## src/shared/hidden_rtc_pkg.sv

```systemverilog
// Constants, register map and state types of the clock-SRAM host
package hidden_rtc_pkg;

  // ****************************************
  // Pin timing
  // ****************************************
  localparam int CLK_PERIOD_NS = 40;
  localparam int ADDR_SETUP_NS = 40;
  localparam int ACCESS_NS = 150;
  localparam int RECOVERY_NS = 40;
  localparam int SYNC_STAGES = 2;
  localparam int SETUP_CYC = (ADDR_SETUP_NS + CLK_PERIOD_NS - 1)
                             / CLK_PERIOD_NS;
  localparam int STROBE_CYC = (ACCESS_NS + CLK_PERIOD_NS - 1)
                              / CLK_PERIOD_NS + SYNC_STAGES;
  localparam int RECOVERY_CYC = (RECOVERY_NS + CLK_PERIOD_NS - 1)
                                / CLK_PERIOD_NS;
  localparam logic [7:0] SETUP_CNT = 8'(SETUP_CYC - 1);
  localparam logic [7:0] STROBE_CNT = 8'(STROBE_CYC - 1);
  localparam logic [7:0] RECOVERY_CNT = 8'(RECOVERY_CYC - 1);

  // ****************************************
  // Geometry
  // ****************************************
  localparam int ADDR_W = 21;
  localparam int SCRATCH_W = 19;
  localparam int KEY_BITS = 64;
  localparam int CLK_BITS = 64;
  localparam logic [5:0] LAST_BIT = 6'h3F;
  localparam logic [63:0] DEFAULT_KEY = 64'h0123456789ABCDEF;

  // ****************************************
  // Register map (byte offsets)
  // ****************************************
  localparam logic [7:0] OFS_CTRL = 8'h00;
  localparam logic [7:0] OFS_STATUS = 8'h04;
  localparam logic [7:0] OFS_ADDR = 8'h08;
  localparam logic [7:0] OFS_WDATA = 8'h0C;
  localparam logic [7:0] OFS_RDATA = 8'h10;
  localparam logic [7:0] OFS_SCRATCH = 8'h14;
  localparam logic [7:0] OFS_CLK_LO = 8'h18;
  localparam logic [7:0] OFS_CLK_HI = 8'h1C;
  localparam int CTRL_GO_BIT = 8;
  localparam int ST_BUSY_BIT = 0;
  localparam int ST_REFUSED_BIT = 1;
  localparam int ST_PFAIL_BIT = 2;
  localparam logic [1:0] CMD_MEM_RD = 2'h0;
  localparam logic [1:0] CMD_MEM_WR = 2'h1;
  localparam logic [1:0] CMD_CLK_RD = 2'h2;
  localparam logic [1:0] CMD_CLK_WR = 2'h3;
  localparam logic [1:0] RESP_OKAY = 2'h0;
  localparam logic [1:0] RESP_SLVERR = 2'h2;
  localparam logic [20:0] ADDR_RST = 21'h000000;
  localparam logic [18:0] SCRATCH_RST = 19'h00000;

  typedef enum logic [3:0] {
    E_IDLE = 4'b0001,
    E_SETUP = 4'b0010,
    E_STROBE = 4'b0100,
    E_HOLD = 4'b1000
  } eng_st_t;

  typedef enum logic [4:0] {
    S_IDLE = 5'b00001,
    S_MEM = 5'b00010,
    S_PREP = 5'b00100,
    S_KEY = 5'b01000,
    S_XFER = 5'b10000
  } seq_st_t;

endpackage

```

## src/logic/async_cycle_engine.sv

```systemverilog
// One asynchronous SRAM read or write cycle at the device pins
`timescale 1ns/10ps
module async_cycle_engine
  import hidden_rtc_pkg::*;
(
  input wire logic sys_clk, // System clock
  input wire logic arst_n, // Async reset, active low
  input wire logic start, // Begin one cycle
  input wire logic is_write, // Cycle is a write
  input wire logic [20:0] addr, // Cycle address
  input wire logic [7:0] wdata, // Write byte
  output logic done, // Cycle finished strobe
  output logic [7:0] rdata, // Read byte
  output logic [20:0] byte_address_lines, // Address pins
  output logic ce_n, // Chip select strobe
  output logic oe_n, // Output strobe
  output logic we_n, // Write strobe
  output logic [7:0] dq_out, // Data pins out
  output logic dq_oe, // Data pins driven
  input wire logic [7:0] dq_in // Data pins in
);

  eng_st_t st_r, st_nxt;
  logic [7:0] cnt_r, cnt_nxt;
  logic wr_r, wr_nxt;
  logic done_nxt, ce_nxt, oe_nxt, we_nxt, dq_oe_nxt;
  logic [7:0] rdata_nxt, dout_nxt;
  logic [20:0] addr_nxt;
  logic [7:0] dq_s1_r, dq_s2_r;

  // ****************************************
  // Data pin synchroniser
  // ****************************************
  always_ff @(posedge sys_clk or negedge arst_n) begin
    if (!arst_n) begin
      dq_s1_r <= 8'h00;
      dq_s2_r <= 8'h00;
    end else begin
      dq_s1_r <= dq_in;
      dq_s2_r <= dq_s1_r;
    end
  end

  // ****************************************
  // Cycle sequencing
  // ****************************************
  always_comb begin
    st_nxt = st_r;
    cnt_nxt = cnt_r;
    wr_nxt = wr_r;
    done_nxt = 1'b0;
    rdata_nxt = rdata;
    addr_nxt = byte_address_lines;
    dout_nxt = dq_out;
    dq_oe_nxt = dq_oe;
    ce_nxt = ce_n;
    oe_nxt = oe_n;
    we_nxt = we_n;
    case (st_r)
      E_IDLE: begin
        if (start) begin
          st_nxt = E_SETUP;
          cnt_nxt = SETUP_CNT;
          wr_nxt = is_write;
          addr_nxt = addr;
          dout_nxt = wdata;
          dq_oe_nxt = is_write;
          ce_nxt = 1'b0;
        end
      end
      E_SETUP: begin
        if (cnt_r == 8'h00) begin
          st_nxt = E_STROBE;
          cnt_nxt = STROBE_CNT;
          if (wr_r) begin
            we_nxt = 1'b0;
          end else begin
            oe_nxt = 1'b0;
          end
        end else begin
          cnt_nxt = cnt_r - 8'h01;
        end
      end
      E_STROBE: begin
        if (cnt_r == 8'h00) begin
          st_nxt = E_HOLD;
          cnt_nxt = RECOVERY_CNT;
          ce_nxt = 1'b1;
          oe_nxt = 1'b1;
          we_nxt = 1'b1;
          if (!wr_r) begin
            rdata_nxt = dq_s2_r;
          end
        end else begin
          cnt_nxt = cnt_r - 8'h01;
        end
      end
      E_HOLD: begin
        if (cnt_r == 8'h00) begin
          st_nxt = E_IDLE;
          dq_oe_nxt = 1'b0;
          done_nxt = 1'b1;
        end else begin
          cnt_nxt = cnt_r - 8'h01;
        end
      end
      default: begin
        st_nxt = E_IDLE;
      end
    endcase
  end

  always_ff @(posedge sys_clk or negedge arst_n) begin
    if (!arst_n) begin
      st_r <= E_IDLE;
      cnt_r <= 8'h00;
      wr_r <= 1'b0;
      done <= 1'b0;
      rdata <= 8'h00;
      byte_address_lines <= 21'h000000;
      dq_out <= 8'h00;
      dq_oe <= 1'b0;
      ce_n <= 1'b1;
      oe_n <= 1'b1;
      we_n <= 1'b1;
    end else begin
      st_r <= st_nxt;
      cnt_r <= cnt_nxt;
      wr_r <= wr_nxt;
      done <= done_nxt;
      rdata <= rdata_nxt;
      byte_address_lines <= addr_nxt;
      dq_out <= dout_nxt;
      dq_oe <= dq_oe_nxt;
      ce_n <= ce_nxt;
      oe_n <= oe_nxt;
      we_n <= we_nxt;
    end
  end

endmodule

```

## src/logic/rtc_sram_host.sv

```systemverilog
// Host controller for a clock-bearing SRAM, steered over AXI4-Lite
//
// Local design decisions: the register addresses and the AXI4-Lite register port.
`timescale 1ns/10ps
module rtc_sram_host
  import hidden_rtc_pkg::*;
#(
  parameter logic [63:0] KEY = DEFAULT_KEY // Unlock key, bit 0 first
)
(
  input wire logic sys_clk, // System clock, 25 MHz
  input wire logic arst_n, // Async reset, active low
  input wire logic [7:0] s_axi_awaddr, // Write address
  input wire logic s_axi_awvalid, // Write address valid
  output logic s_axi_awready, // Write address ready
  input wire logic [31:0] s_axi_wdata, // Write data
  input wire logic [3:0] s_axi_wstrb, // Write byte strobes
  input wire logic s_axi_wvalid, // Write data valid
  output logic s_axi_wready, // Write data ready
  output logic [1:0] s_axi_bresp, // Write response
  output logic s_axi_bvalid, // Write response valid
  input wire logic s_axi_bready, // Write response ready
  input wire logic [7:0] s_axi_araddr, // Read address
  input wire logic s_axi_arvalid, // Read address valid
  output logic s_axi_arready, // Read address ready
  output logic [31:0] s_axi_rdata, // Read data
  output logic [1:0] s_axi_rresp, // Read response
  output logic s_axi_rvalid, // Read data valid
  input wire logic s_axi_rready, // Read data ready
  output logic [20:0] byte_address_lines, // Device address pins
  output logic ce_n, // Device chip select
  output logic oe_n, // Device output strobe
  output logic we_n, // Device write strobe
  output logic [7:0] dq_out, // Data pins out
  output logic dq_oe, // Data pins driven by host
  input wire logic [7:0] dq_in, // Data pins in
  input wire logic power_fail_threshold // Supply below threshold
);

  logic awready_r, awready_nxt, wready_r, wready_nxt;
  logic aw_have_r, aw_have_nxt, w_have_r, w_have_nxt;
  logic [7:0] awaddr_r, awaddr_nxt;
  logic [31:0] wdata_r, wdata_nxt;
  logic [3:0] wstrb_r, wstrb_nxt;
  logic bvalid_r, bvalid_nxt, arready_r, arready_nxt;
  logic rvalid_r, rvalid_nxt;
  logic [1:0] bresp_r, bresp_nxt, rresp_r, rresp_nxt;
  logic [31:0] rdata_r, rdata_nxt;
  logic [1:0] cmd_r, cmd_nxt;
  logic [20:0] addr_r, addr_nxt;
  logic [7:0] wdat_r, wdat_nxt;
  logic [18:0] scratch_r, scratch_nxt;
  logic refused_r, refused_nxt, go_r, go_nxt;
  logic pf_s1_r, pf_s2_r;
  logic reg_wr, busy;
  logic [31:0] lo_merge, hi_merge, ctl_merge, sc_merge;
  seq_st_t seq_r, seq_nxt;
  logic [5:0] idx_r, idx_nxt;
  logic issued_r, issued_nxt, start_r, start_nxt;
  logic eng_wr_r, eng_wr_nxt;
  logic [20:0] eng_addr_r, eng_addr_nxt;
  logic [7:0] eng_wd_r, eng_wd_nxt, mem_rd_r, mem_rd_nxt;
  logic [63:0] clk_r, clk_nxt;
  logic eng_done;
  logic [7:0] eng_rdata;

  function automatic logic [31:0] merge(input logic [31:0] old,
                                        input logic [31:0] val,
                                        input logic [3:0] strb);
    logic [31:0] res;
    res = old;
    for (int b = 0; b < 4; b++) begin
      if (strb[b]) begin
        res[b*8 +: 8] = val[b*8 +: 8];
      end
    end
    return res;
  endfunction

  assign reg_wr = aw_have_r && w_have_r && !bvalid_r;
  assign busy = (seq_r != S_IDLE) || go_r;
  assign lo_merge = merge(clk_r[31:0], wdata_r, wstrb_r);
  assign hi_merge = merge(clk_r[63:32], wdata_r, wstrb_r);
  assign ctl_merge = merge({11'h000, addr_r}, wdata_r, wstrb_r);
  assign sc_merge = merge({13'h0000, scratch_r}, wdata_r, wstrb_r);

  // ****************************************
  // Power-fail synchroniser
  // ****************************************
  always_ff @(posedge sys_clk or negedge arst_n) begin
    if (!arst_n) begin
      pf_s1_r <= 1'b0;
      pf_s2_r <= 1'b0;
    end else begin
      pf_s1_r <= power_fail_threshold;
      pf_s2_r <= pf_s1_r;
    end
  end

  // ****************************************
  // AXI4-Lite slave and software registers
  // ****************************************
  always_comb begin
    awready_nxt = awready_r;
    wready_nxt = wready_r;
    aw_have_nxt = aw_have_r;
    w_have_nxt = w_have_r;
    awaddr_nxt = awaddr_r;
    wdata_nxt = wdata_r;
    wstrb_nxt = wstrb_r;
    bvalid_nxt = bvalid_r;
    bresp_nxt = bresp_r;
    arready_nxt = arready_r;
    rvalid_nxt = rvalid_r;
    rresp_nxt = rresp_r;
    rdata_nxt = rdata_r;
    cmd_nxt = cmd_r;
    addr_nxt = addr_r;
    wdat_nxt = wdat_r;
    scratch_nxt = scratch_r;
    refused_nxt = refused_r;
    go_nxt = 1'b0;
    if (s_axi_awvalid && awready_r) begin
      awaddr_nxt = s_axi_awaddr;
      aw_have_nxt = 1'b1;
      awready_nxt = 1'b0;
    end
    if (s_axi_wvalid && wready_r) begin
      wdata_nxt = s_axi_wdata;
      wstrb_nxt = s_axi_wstrb;
      w_have_nxt = 1'b1;
      wready_nxt = 1'b0;
    end
    if (reg_wr) begin
      aw_have_nxt = 1'b0;
      w_have_nxt = 1'b0;
      bvalid_nxt = 1'b1;
      bresp_nxt = RESP_OKAY;
      case ({awaddr_r[7:2], 2'b00})
        OFS_CTRL: begin
          if (wstrb_r[0]) begin
            cmd_nxt = wdata_r[1:0];
          end
          if (wstrb_r[1] && wdata_r[CTRL_GO_BIT]) begin
            if (busy || pf_s2_r) begin
              refused_nxt = 1'b1;
            end else begin
              go_nxt = 1'b1;
            end
          end
        end
        OFS_STATUS: begin
          if (wstrb_r[0] && wdata_r[ST_REFUSED_BIT]) begin
            refused_nxt = 1'b0;
          end
        end
        OFS_ADDR: addr_nxt = ctl_merge[20:0];
        OFS_WDATA: begin
          if (wstrb_r[0]) begin
            wdat_nxt = wdata_r[7:0];
          end
        end
        // scratch limited to low 512 kB
        OFS_SCRATCH: begin
          scratch_nxt = sc_merge[18:0];
        end
        OFS_RDATA, OFS_CLK_LO, OFS_CLK_HI: bresp_nxt = RESP_OKAY;
        default: bresp_nxt = RESP_SLVERR;
      endcase
    end
    if (bvalid_r && s_axi_bready) begin
      bvalid_nxt = 1'b0;
      awready_nxt = 1'b1;
      wready_nxt = 1'b1;
    end
    if (s_axi_arvalid && arready_r) begin
      arready_nxt = 1'b0;
      rvalid_nxt = 1'b1;
      rresp_nxt = RESP_OKAY;
      case ({s_axi_araddr[7:2], 2'b00})
        OFS_CTRL: rdata_nxt = {30'h00000000, cmd_r};
        OFS_STATUS: rdata_nxt = {29'h00000000, pf_s2_r, refused_r, busy};
        OFS_ADDR: rdata_nxt = {11'h000, addr_r};
        OFS_WDATA: rdata_nxt = {24'h000000, wdat_r};
        OFS_RDATA: rdata_nxt = {24'h000000, mem_rd_r};
        OFS_SCRATCH: rdata_nxt = {13'h0000, scratch_r};
        OFS_CLK_LO: rdata_nxt = clk_r[31:0];
        OFS_CLK_HI: rdata_nxt = clk_r[63:32];
        default: begin
          rdata_nxt = 32'h00000000;
          rresp_nxt = RESP_SLVERR;
        end
      endcase
    end
    if (rvalid_r && s_axi_rready) begin
      rvalid_nxt = 1'b0;
      arready_nxt = 1'b1;
    end
  end

  always_ff @(posedge sys_clk or negedge arst_n) begin
    if (!arst_n) begin
      awready_r <= 1'b1;
      wready_r <= 1'b1;
      aw_have_r <= 1'b0;
      w_have_r <= 1'b0;
      awaddr_r <= 8'h00;
      wdata_r <= 32'h00000000;
      wstrb_r <= 4'h0;
      bvalid_r <= 1'b0;
      bresp_r <= 2'h0;
      arready_r <= 1'b1;
      rvalid_r <= 1'b0;
      rresp_r <= 2'h0;
      rdata_r <= 32'h00000000;
      cmd_r <= CMD_MEM_RD;
      addr_r <= ADDR_RST;
      wdat_r <= 8'h00;
      scratch_r <= SCRATCH_RST;
      refused_r <= 1'b0;
      go_r <= 1'b0;
    end else begin
      awready_r <= awready_nxt;
      wready_r <= wready_nxt;
      aw_have_r <= aw_have_nxt;
      w_have_r <= w_have_nxt;
      awaddr_r <= awaddr_nxt;
      wdata_r <= wdata_nxt;
      wstrb_r <= wstrb_nxt;
      bvalid_r <= bvalid_nxt;
      bresp_r <= bresp_nxt;
      arready_r <= arready_nxt;
      rvalid_r <= rvalid_nxt;
      rresp_r <= rresp_nxt;
      rdata_r <= rdata_nxt;
      cmd_r <= cmd_nxt;
      addr_r <= addr_nxt;
      wdat_r <= wdat_nxt;
      scratch_r <= scratch_nxt;
      refused_r <= refused_nxt;
      go_r <= go_nxt;
    end
  end

  assign s_axi_awready = awready_r;
  assign s_axi_wready = wready_r;
  assign s_axi_bvalid = bvalid_r;
  assign s_axi_bresp = bresp_r;
  assign s_axi_arready = arready_r;
  assign s_axi_rvalid = rvalid_r;
  assign s_axi_rresp = rresp_r;
  assign s_axi_rdata = rdata_r;

  // ****************************************
  // Command sequencer
  // ****************************************
  always_comb begin
    seq_nxt = seq_r;
    idx_nxt = idx_r;
    issued_nxt = issued_r;
    start_nxt = 1'b0;
    eng_wr_nxt = eng_wr_r;
    eng_addr_nxt = eng_addr_r;
    eng_wd_nxt = eng_wd_r;
    mem_rd_nxt = mem_rd_r;
    clk_nxt = clk_r;
    if (seq_r == S_IDLE && reg_wr) begin
      if ({awaddr_r[7:2], 2'b00} == OFS_CLK_LO) begin
        clk_nxt[31:0] = lo_merge;
      end
      if ({awaddr_r[7:2], 2'b00} == OFS_CLK_HI) begin
        clk_nxt[63:32] = hi_merge;
      end
    end
    if (seq_r != S_IDLE && !issued_r) begin
      start_nxt = 1'b1;
      issued_nxt = 1'b1;
    end
    if (eng_done) begin
      issued_nxt = 1'b0;
    end
    case (seq_r)
      S_IDLE: begin
        idx_nxt = 6'h00;
        issued_nxt = 1'b0;
        if (go_r) begin
          if (cmd_r == CMD_MEM_RD || cmd_r == CMD_MEM_WR) begin
            seq_nxt = S_MEM;
          end else begin
            seq_nxt = S_PREP;
          end
        end
      end
      S_MEM: begin
        // full 21-bit address for memory cycles
        eng_wr_nxt = (cmd_r == CMD_MEM_WR);
        eng_addr_nxt = addr_r;
        eng_wd_nxt = wdat_r;
        if (eng_done) begin
          if (cmd_r == CMD_MEM_RD) begin
            mem_rd_nxt = eng_rdata;
          end
          seq_nxt = S_IDLE;
        end
      end
      S_PREP: begin
        eng_wr_nxt = 1'b0;
        eng_addr_nxt = {2'b00, scratch_r};
        if (eng_done) begin
          seq_nxt = S_KEY;
        end
      end
      S_KEY: begin
        eng_wr_nxt = 1'b1;
        eng_addr_nxt = {2'b00, scratch_r};
        eng_wd_nxt = {7'h00, KEY[idx_r]};
        // 64 key writes, no reads between
        if (eng_done) begin
          idx_nxt = idx_r + 6'h01;
          if (idx_r == LAST_BIT) begin
            seq_nxt = S_XFER;
          end
        end
      end
      S_XFER: begin
        eng_wr_nxt = (cmd_r == CMD_CLK_WR);
        eng_addr_nxt = {2'b00, scratch_r};
        eng_wd_nxt = {7'h00, clk_r[idx_r]};
        if (eng_done) begin
          if (cmd_r == CMD_CLK_RD) begin
            clk_nxt[idx_r] = eng_rdata[0];
          end
          idx_nxt = idx_r + 6'h01;
          if (idx_r == LAST_BIT) begin
            seq_nxt = S_IDLE;
          end
        end
      end
      default: begin
        seq_nxt = S_IDLE;
      end
    endcase
  end

  always_ff @(posedge sys_clk or negedge arst_n) begin
    if (!arst_n) begin
      seq_r <= S_IDLE;
      idx_r <= 6'h00;
      issued_r <= 1'b0;
      start_r <= 1'b0;
      eng_wr_r <= 1'b0;
      eng_addr_r <= 21'h000000;
      eng_wd_r <= 8'h00;
      mem_rd_r <= 8'h00;
      clk_r <= 64'h0000000000000000;
    end else begin
      seq_r <= seq_nxt;
      idx_r <= idx_nxt;
      issued_r <= issued_nxt;
      start_r <= start_nxt;
      eng_wr_r <= eng_wr_nxt;
      eng_addr_r <= eng_addr_nxt;
      eng_wd_r <= eng_wd_nxt;
      mem_rd_r <= mem_rd_nxt;
      clk_r <= clk_nxt;
    end
  end

  // ****************************************
  // Pin cycle engine
  // ****************************************
  async_cycle_engine u_engine (
    .sys_clk(sys_clk),
    .arst_n(arst_n),
    .start(start_r),
    .is_write(eng_wr_r),
    .addr(eng_addr_r),
    .wdata(eng_wd_r),
    .done(eng_done),
    .rdata(eng_rdata),
    .byte_address_lines(byte_address_lines),
    .ce_n(ce_n),
    .oe_n(oe_n),
    .we_n(we_n),
    .dq_out(dq_out),
    .dq_oe(dq_oe),
    .dq_in(dq_in)
  );

endmodule

```

## config.mk

```make
export PLATFORM = sky130hd
export DESIGN_NAME = rtc_sram_host
export DESIGN_NICKNAME = d
export VERILOG_FILES = /design/src/shared/hidden_rtc_pkg.sv /design/src/logic/async_cycle_engine.sv /design/src/logic/rtc_sram_host.sv
export SDC_FILE = /design/constraint.sdc
export NUM_CORES = 1
export LEC_CHECK = 0
export ABC_CLOCK_PERIOD_IN_PS = 3900
export CORE_MARGIN = 5
export CORE_UTILIZATION = 50
export CTS_CLUSTER_DIAMETER = 40
export DETAILED_ROUTE_END_ITERATION = 16
export DONT_BUFFER_PORTS = 1
export GPL_ROUTABILITY_DRIVEN = 1
export PLACE_DENSITY = 0.71
export SYNTH_ARGS = -nofsm -noshare
export SYNTH_HDL_FRONTEND = slang
export SYNTH_SLANG_ARGS = --single-unit
```

## constraint.sdc

```tcl
create_clock -name sys_clk -period 3.9 [get_ports sys_clk]
set_input_delay 0.39 -clock sys_clk [delete_from_list [all_inputs] [get_ports sys_clk]]
set_output_delay 0.39 -clock sys_clk [all_outputs]
set_load 0.005 [all_outputs]
```

==> qor.csv <==
metric,value,unit
n_antenna_cell,0,
r2r-start,idx_r[0]$_DFFE_PN0P_,
r2r_slack,1.22,ns
path_class,reg2reg,
grt_pass1_wl,63.4,mm
synth-edff-count,0,
dieArea,33400,sq um
crit_start,idx_r[0]$_DFFE_PN0P_,
hold_path_class,in2async,
gp_congestion,0.952,
gr-total-overflow,0,
synth_compound_area_frac,0.100,
final_cell_mix,"dfrtp_1, nand2_1, nor2_1",
ant_nets,0,
routed_wl,40.0,mm
r2r_end,eng_wd_r[0]$_DFFE_PN0P_,
synthFlopType,dfrtp_1,
maxSlewViolCount,0,
cts-root-buf,clkbuf_16,
finalHoldViolations,321,
placedCellCount,1765,
worstMarginPinSlew,1.42,ns
rows,63,
fillers,2479,
power,11.2,mW
final_nets,1544,
rsz0062_at_grt,no,
outcome,"complete, but fails checks",
whs,-0.431,ns
htree_levels,2,
cts_tree,built,
fp.dieW,183,um
synthCells,1428,
synthAdderAreaFrac,0.00671,
port_buffers,0,
die_y,183,um
grt_antenna_before_repair,0,
ys_ff_latch,323,
cts_buffers,44,
cpMaxStageDelayCell,dfrtp_1,
synthXorXnorAreaFrac,0.00411,
rr_worst_depth,7,
finalSetupViolCount,0,
cts.sinks,323,
yosys.area_share.simple,0.165,
synth_top_family_by_area,simple AND/OR/NAND/NOR gates,
maxCapViolCount,0,
finalSetupTns,0,ns
layout_min_cycle_time,2.68,ns
setup_slack,1.22,ns
synth.cell_area,14900,sq um
ir_drop,0.381,mV
leakagePower,7.94,nW
drtPass1Iterations,8,
yosys_warnings,0,
worstPathRequired,4.30,ns
postCtsSetupRepairBufs,0,
synthArstFlopShare,1.00,
seqCellArea,8090,sq um
drtIter0Drc,923,
grt_usage,0.238,
ys_types,65,
io_pins,142,
clk_latency,0.54,ns
grt_pass1_vias,11100,
fin_crit_sh,0.688,
multi_input_area,6470,sq um
post_drt_wl_per_cell,21.2,um
detailed_place_hpwl,27.0,mm
layout_commonest_cell,dfrtp_1,
clk_pin_slew_worst_paths,0.06,ns
fin_cells,1892,
cp_max_fo,13,
core_area,29600,sq um
num_vias,11200,
syn_to_final_growth,15.3,%
drcViolationCount,0,
powerDensity,652,nW/um^2
fmax,373,MHz
max_stage_delay,0.74,ns
fin_skew,0.0181,ns
start_util,0.504,
avgSynthCellArea,10.4,sq um
crit_end,eng_wd_r[0]$_DFFE_PN0P_,
seq_area_frac_synth,0.543,
synthMuxAreaShare,0.156,
drive_above_1_share,0.166,
worstPathArrival,3.08,ns
clockBufferDepth,3,
max_slew_margin,0.0504,
startpoint_type,flip-flop,
endpoint_kind,flip-flop,
place_ws,1.24,ns
viasPerCell,5.90,
failed_checks,negative hold slack,
crit_chain,buf_4 -> mux4_2 -> a22oi_1 -> nor3_1 -> a221oi_1 -> a41oi_1 -> a211o_1,
grt_max_degree,324,
-- synth_stat cells (4+ instances only) --
cell type  number  area, sq um
nor3_2          6         60.1
buf_4           4         30.0
a222oi_1       14          140
xnor2_1         6         52.6
nand2b_1        6         37.5
a31oi_1        17          106
dfrtp_1       315         7880
o21ai_0        65          325
nand3_2         4         40.0
ha_1            8          100
mux4_2         14          315
and3_1          5         31.3
mux2i_1        79          791
buf_2          12         60.1
a41oi_1         4         35.0
a32o_1          4         40.0
nor3_1         21          105
a21o_1          5         37.5
inv_1          20         75.1
a22oi_1        24          180
nand3_1        16         80.1
nor2b_1         4         25.0
a21oi_1        62          310
a221oi_1       20          175
nand2_1       295         1110
nor3b_1         4         30.0
mux2_2        107         1200
nor2_1        166          623
clkbuf_1       53          199
dfstp_2         8          210
nand3b_1        7         52.6
and2_1          8         50.1
-- worst max-delay path: cells and delay by family (launching register included) --
| family | cells | cell delay, ns |
|---|---|---|
| buffers and inverters | 1 | 0.33 |
| multiplexers | 1 | 0.54 |
| AO/OA/AOI/OAI | 4 | 0.88 |
| AND/OR/NAND/NOR | 1 | 0.06 |
| flip-flops | 1 | 0.74 |
-- logic make-up (layout without fill, tap and decap cells) --
group,Yosys count,after routing
xor gates and xnor gates,7,7
buffers and inverters,91,164
and+or+nand+nor,564,564
adders and majority gates,8,8
DFF,323,323
AOI/OAI and AO/OA,232,232
other,1,2
muxes,202,202
-- area by class of cell --
type | count | share of cell area
clock inverters | 24 | 0.0128
repair buffers | 63 | 0.0343
well taps | 390 | 0.0284
flip-flops and latches | 323 | 0.471
inverters | 21 | 0.00458
multi-input cells | 1015 | 0.377
clock buffers | 56 | 0.0726
-- report_power, final --
part / switching (mW) / internal, mW / leakage, nW / total (mW)
Clock: 1.55 / 2.37 / 0.709 / 3.93
Sequential: 1.08 / 4.34 / 4.23 / 5.41
Combinational: 0.974 / 0.905 / 3.00 / 1.88
-- per-stage QoR --
step | instance area [sq um] | util | hold WS, ns
final | 17200 | 0.582 | -0.431
after detailed placement | 15300 | 0.516 | 0.109
after global routing | 17200 | 0.582 | -0.451
after global placement | 15300 | 0.516 | 0.108
after CTS | 17200 | 0.581 | -0.446
after floorplan | 14900 | - | 0.0944
-- metal layers --
metal / part of all wire / vias up / global-route usage
met4: 0.022 / 0 / 0.0609
met5: 0 / - / 0
li1: - / 5106 / -
met3: 0.073 / 70 / 0.0474
met2: 0.47 / 443 / 0.388
met1: 0.43 / 5547 / 0.329
-- worst min-delay path by stage --
| stage | to | slack [ns] | depth (start not counted) |
|---|---|---|---|
| 4_1_cts | u_engine.byte_address_lines[13]$_DFFE_PN0P_ | -0.45 | 0 |
| 3_3_place_gp | aw_have_r$_DFFE_PN0P_ | 0.11 | 0 |
| 2_1_floorplan | addr_r[0]$_DFFE_PN0P_ | 0.09 | 0 |
| 6_report | awaddr_r[6]$_DFFE_PN0P_ | -0.43 | 0 |
| 3_5_place_dp | u_engine.byte_address_lines[14]$_DFFE_PN0P_ | 0.11 | 0 |
| 5_1_grt | awaddr_r[6]$_DFFE_PN0P_ | -0.45 | 0 |
-- registers in the layout (all words and copies together) (netlist names), 2 cells and up --
name,count
idx_r,6
u_engine.cnt_r,8
u_engine.dq_out,8
eng_addr_r,21
awaddr_r,6
u_engine.dq_s2_r,8
u_engine.st_r,4
wdata_r,32
mem_rd_r,8
eng_wd_r,8
scratch_r,19
u_engine.dq_s1_r,8
cmd_r,2
u_engine.byte_address_lines,21
u_engine.rdata,8
seq_r,5
wdat_r,8
clk_r,64
wstrb_r,4
s_axi_rdata,32
addr_r,21
-- what timing repair did --
action                     in CTS  in global routing
setup endpoints to repair       0                  0
hold endpoints to repair      367                324
hold buffers                   46                  1
resized for setup               0                  0
Power figures use the tool's default switching activity.
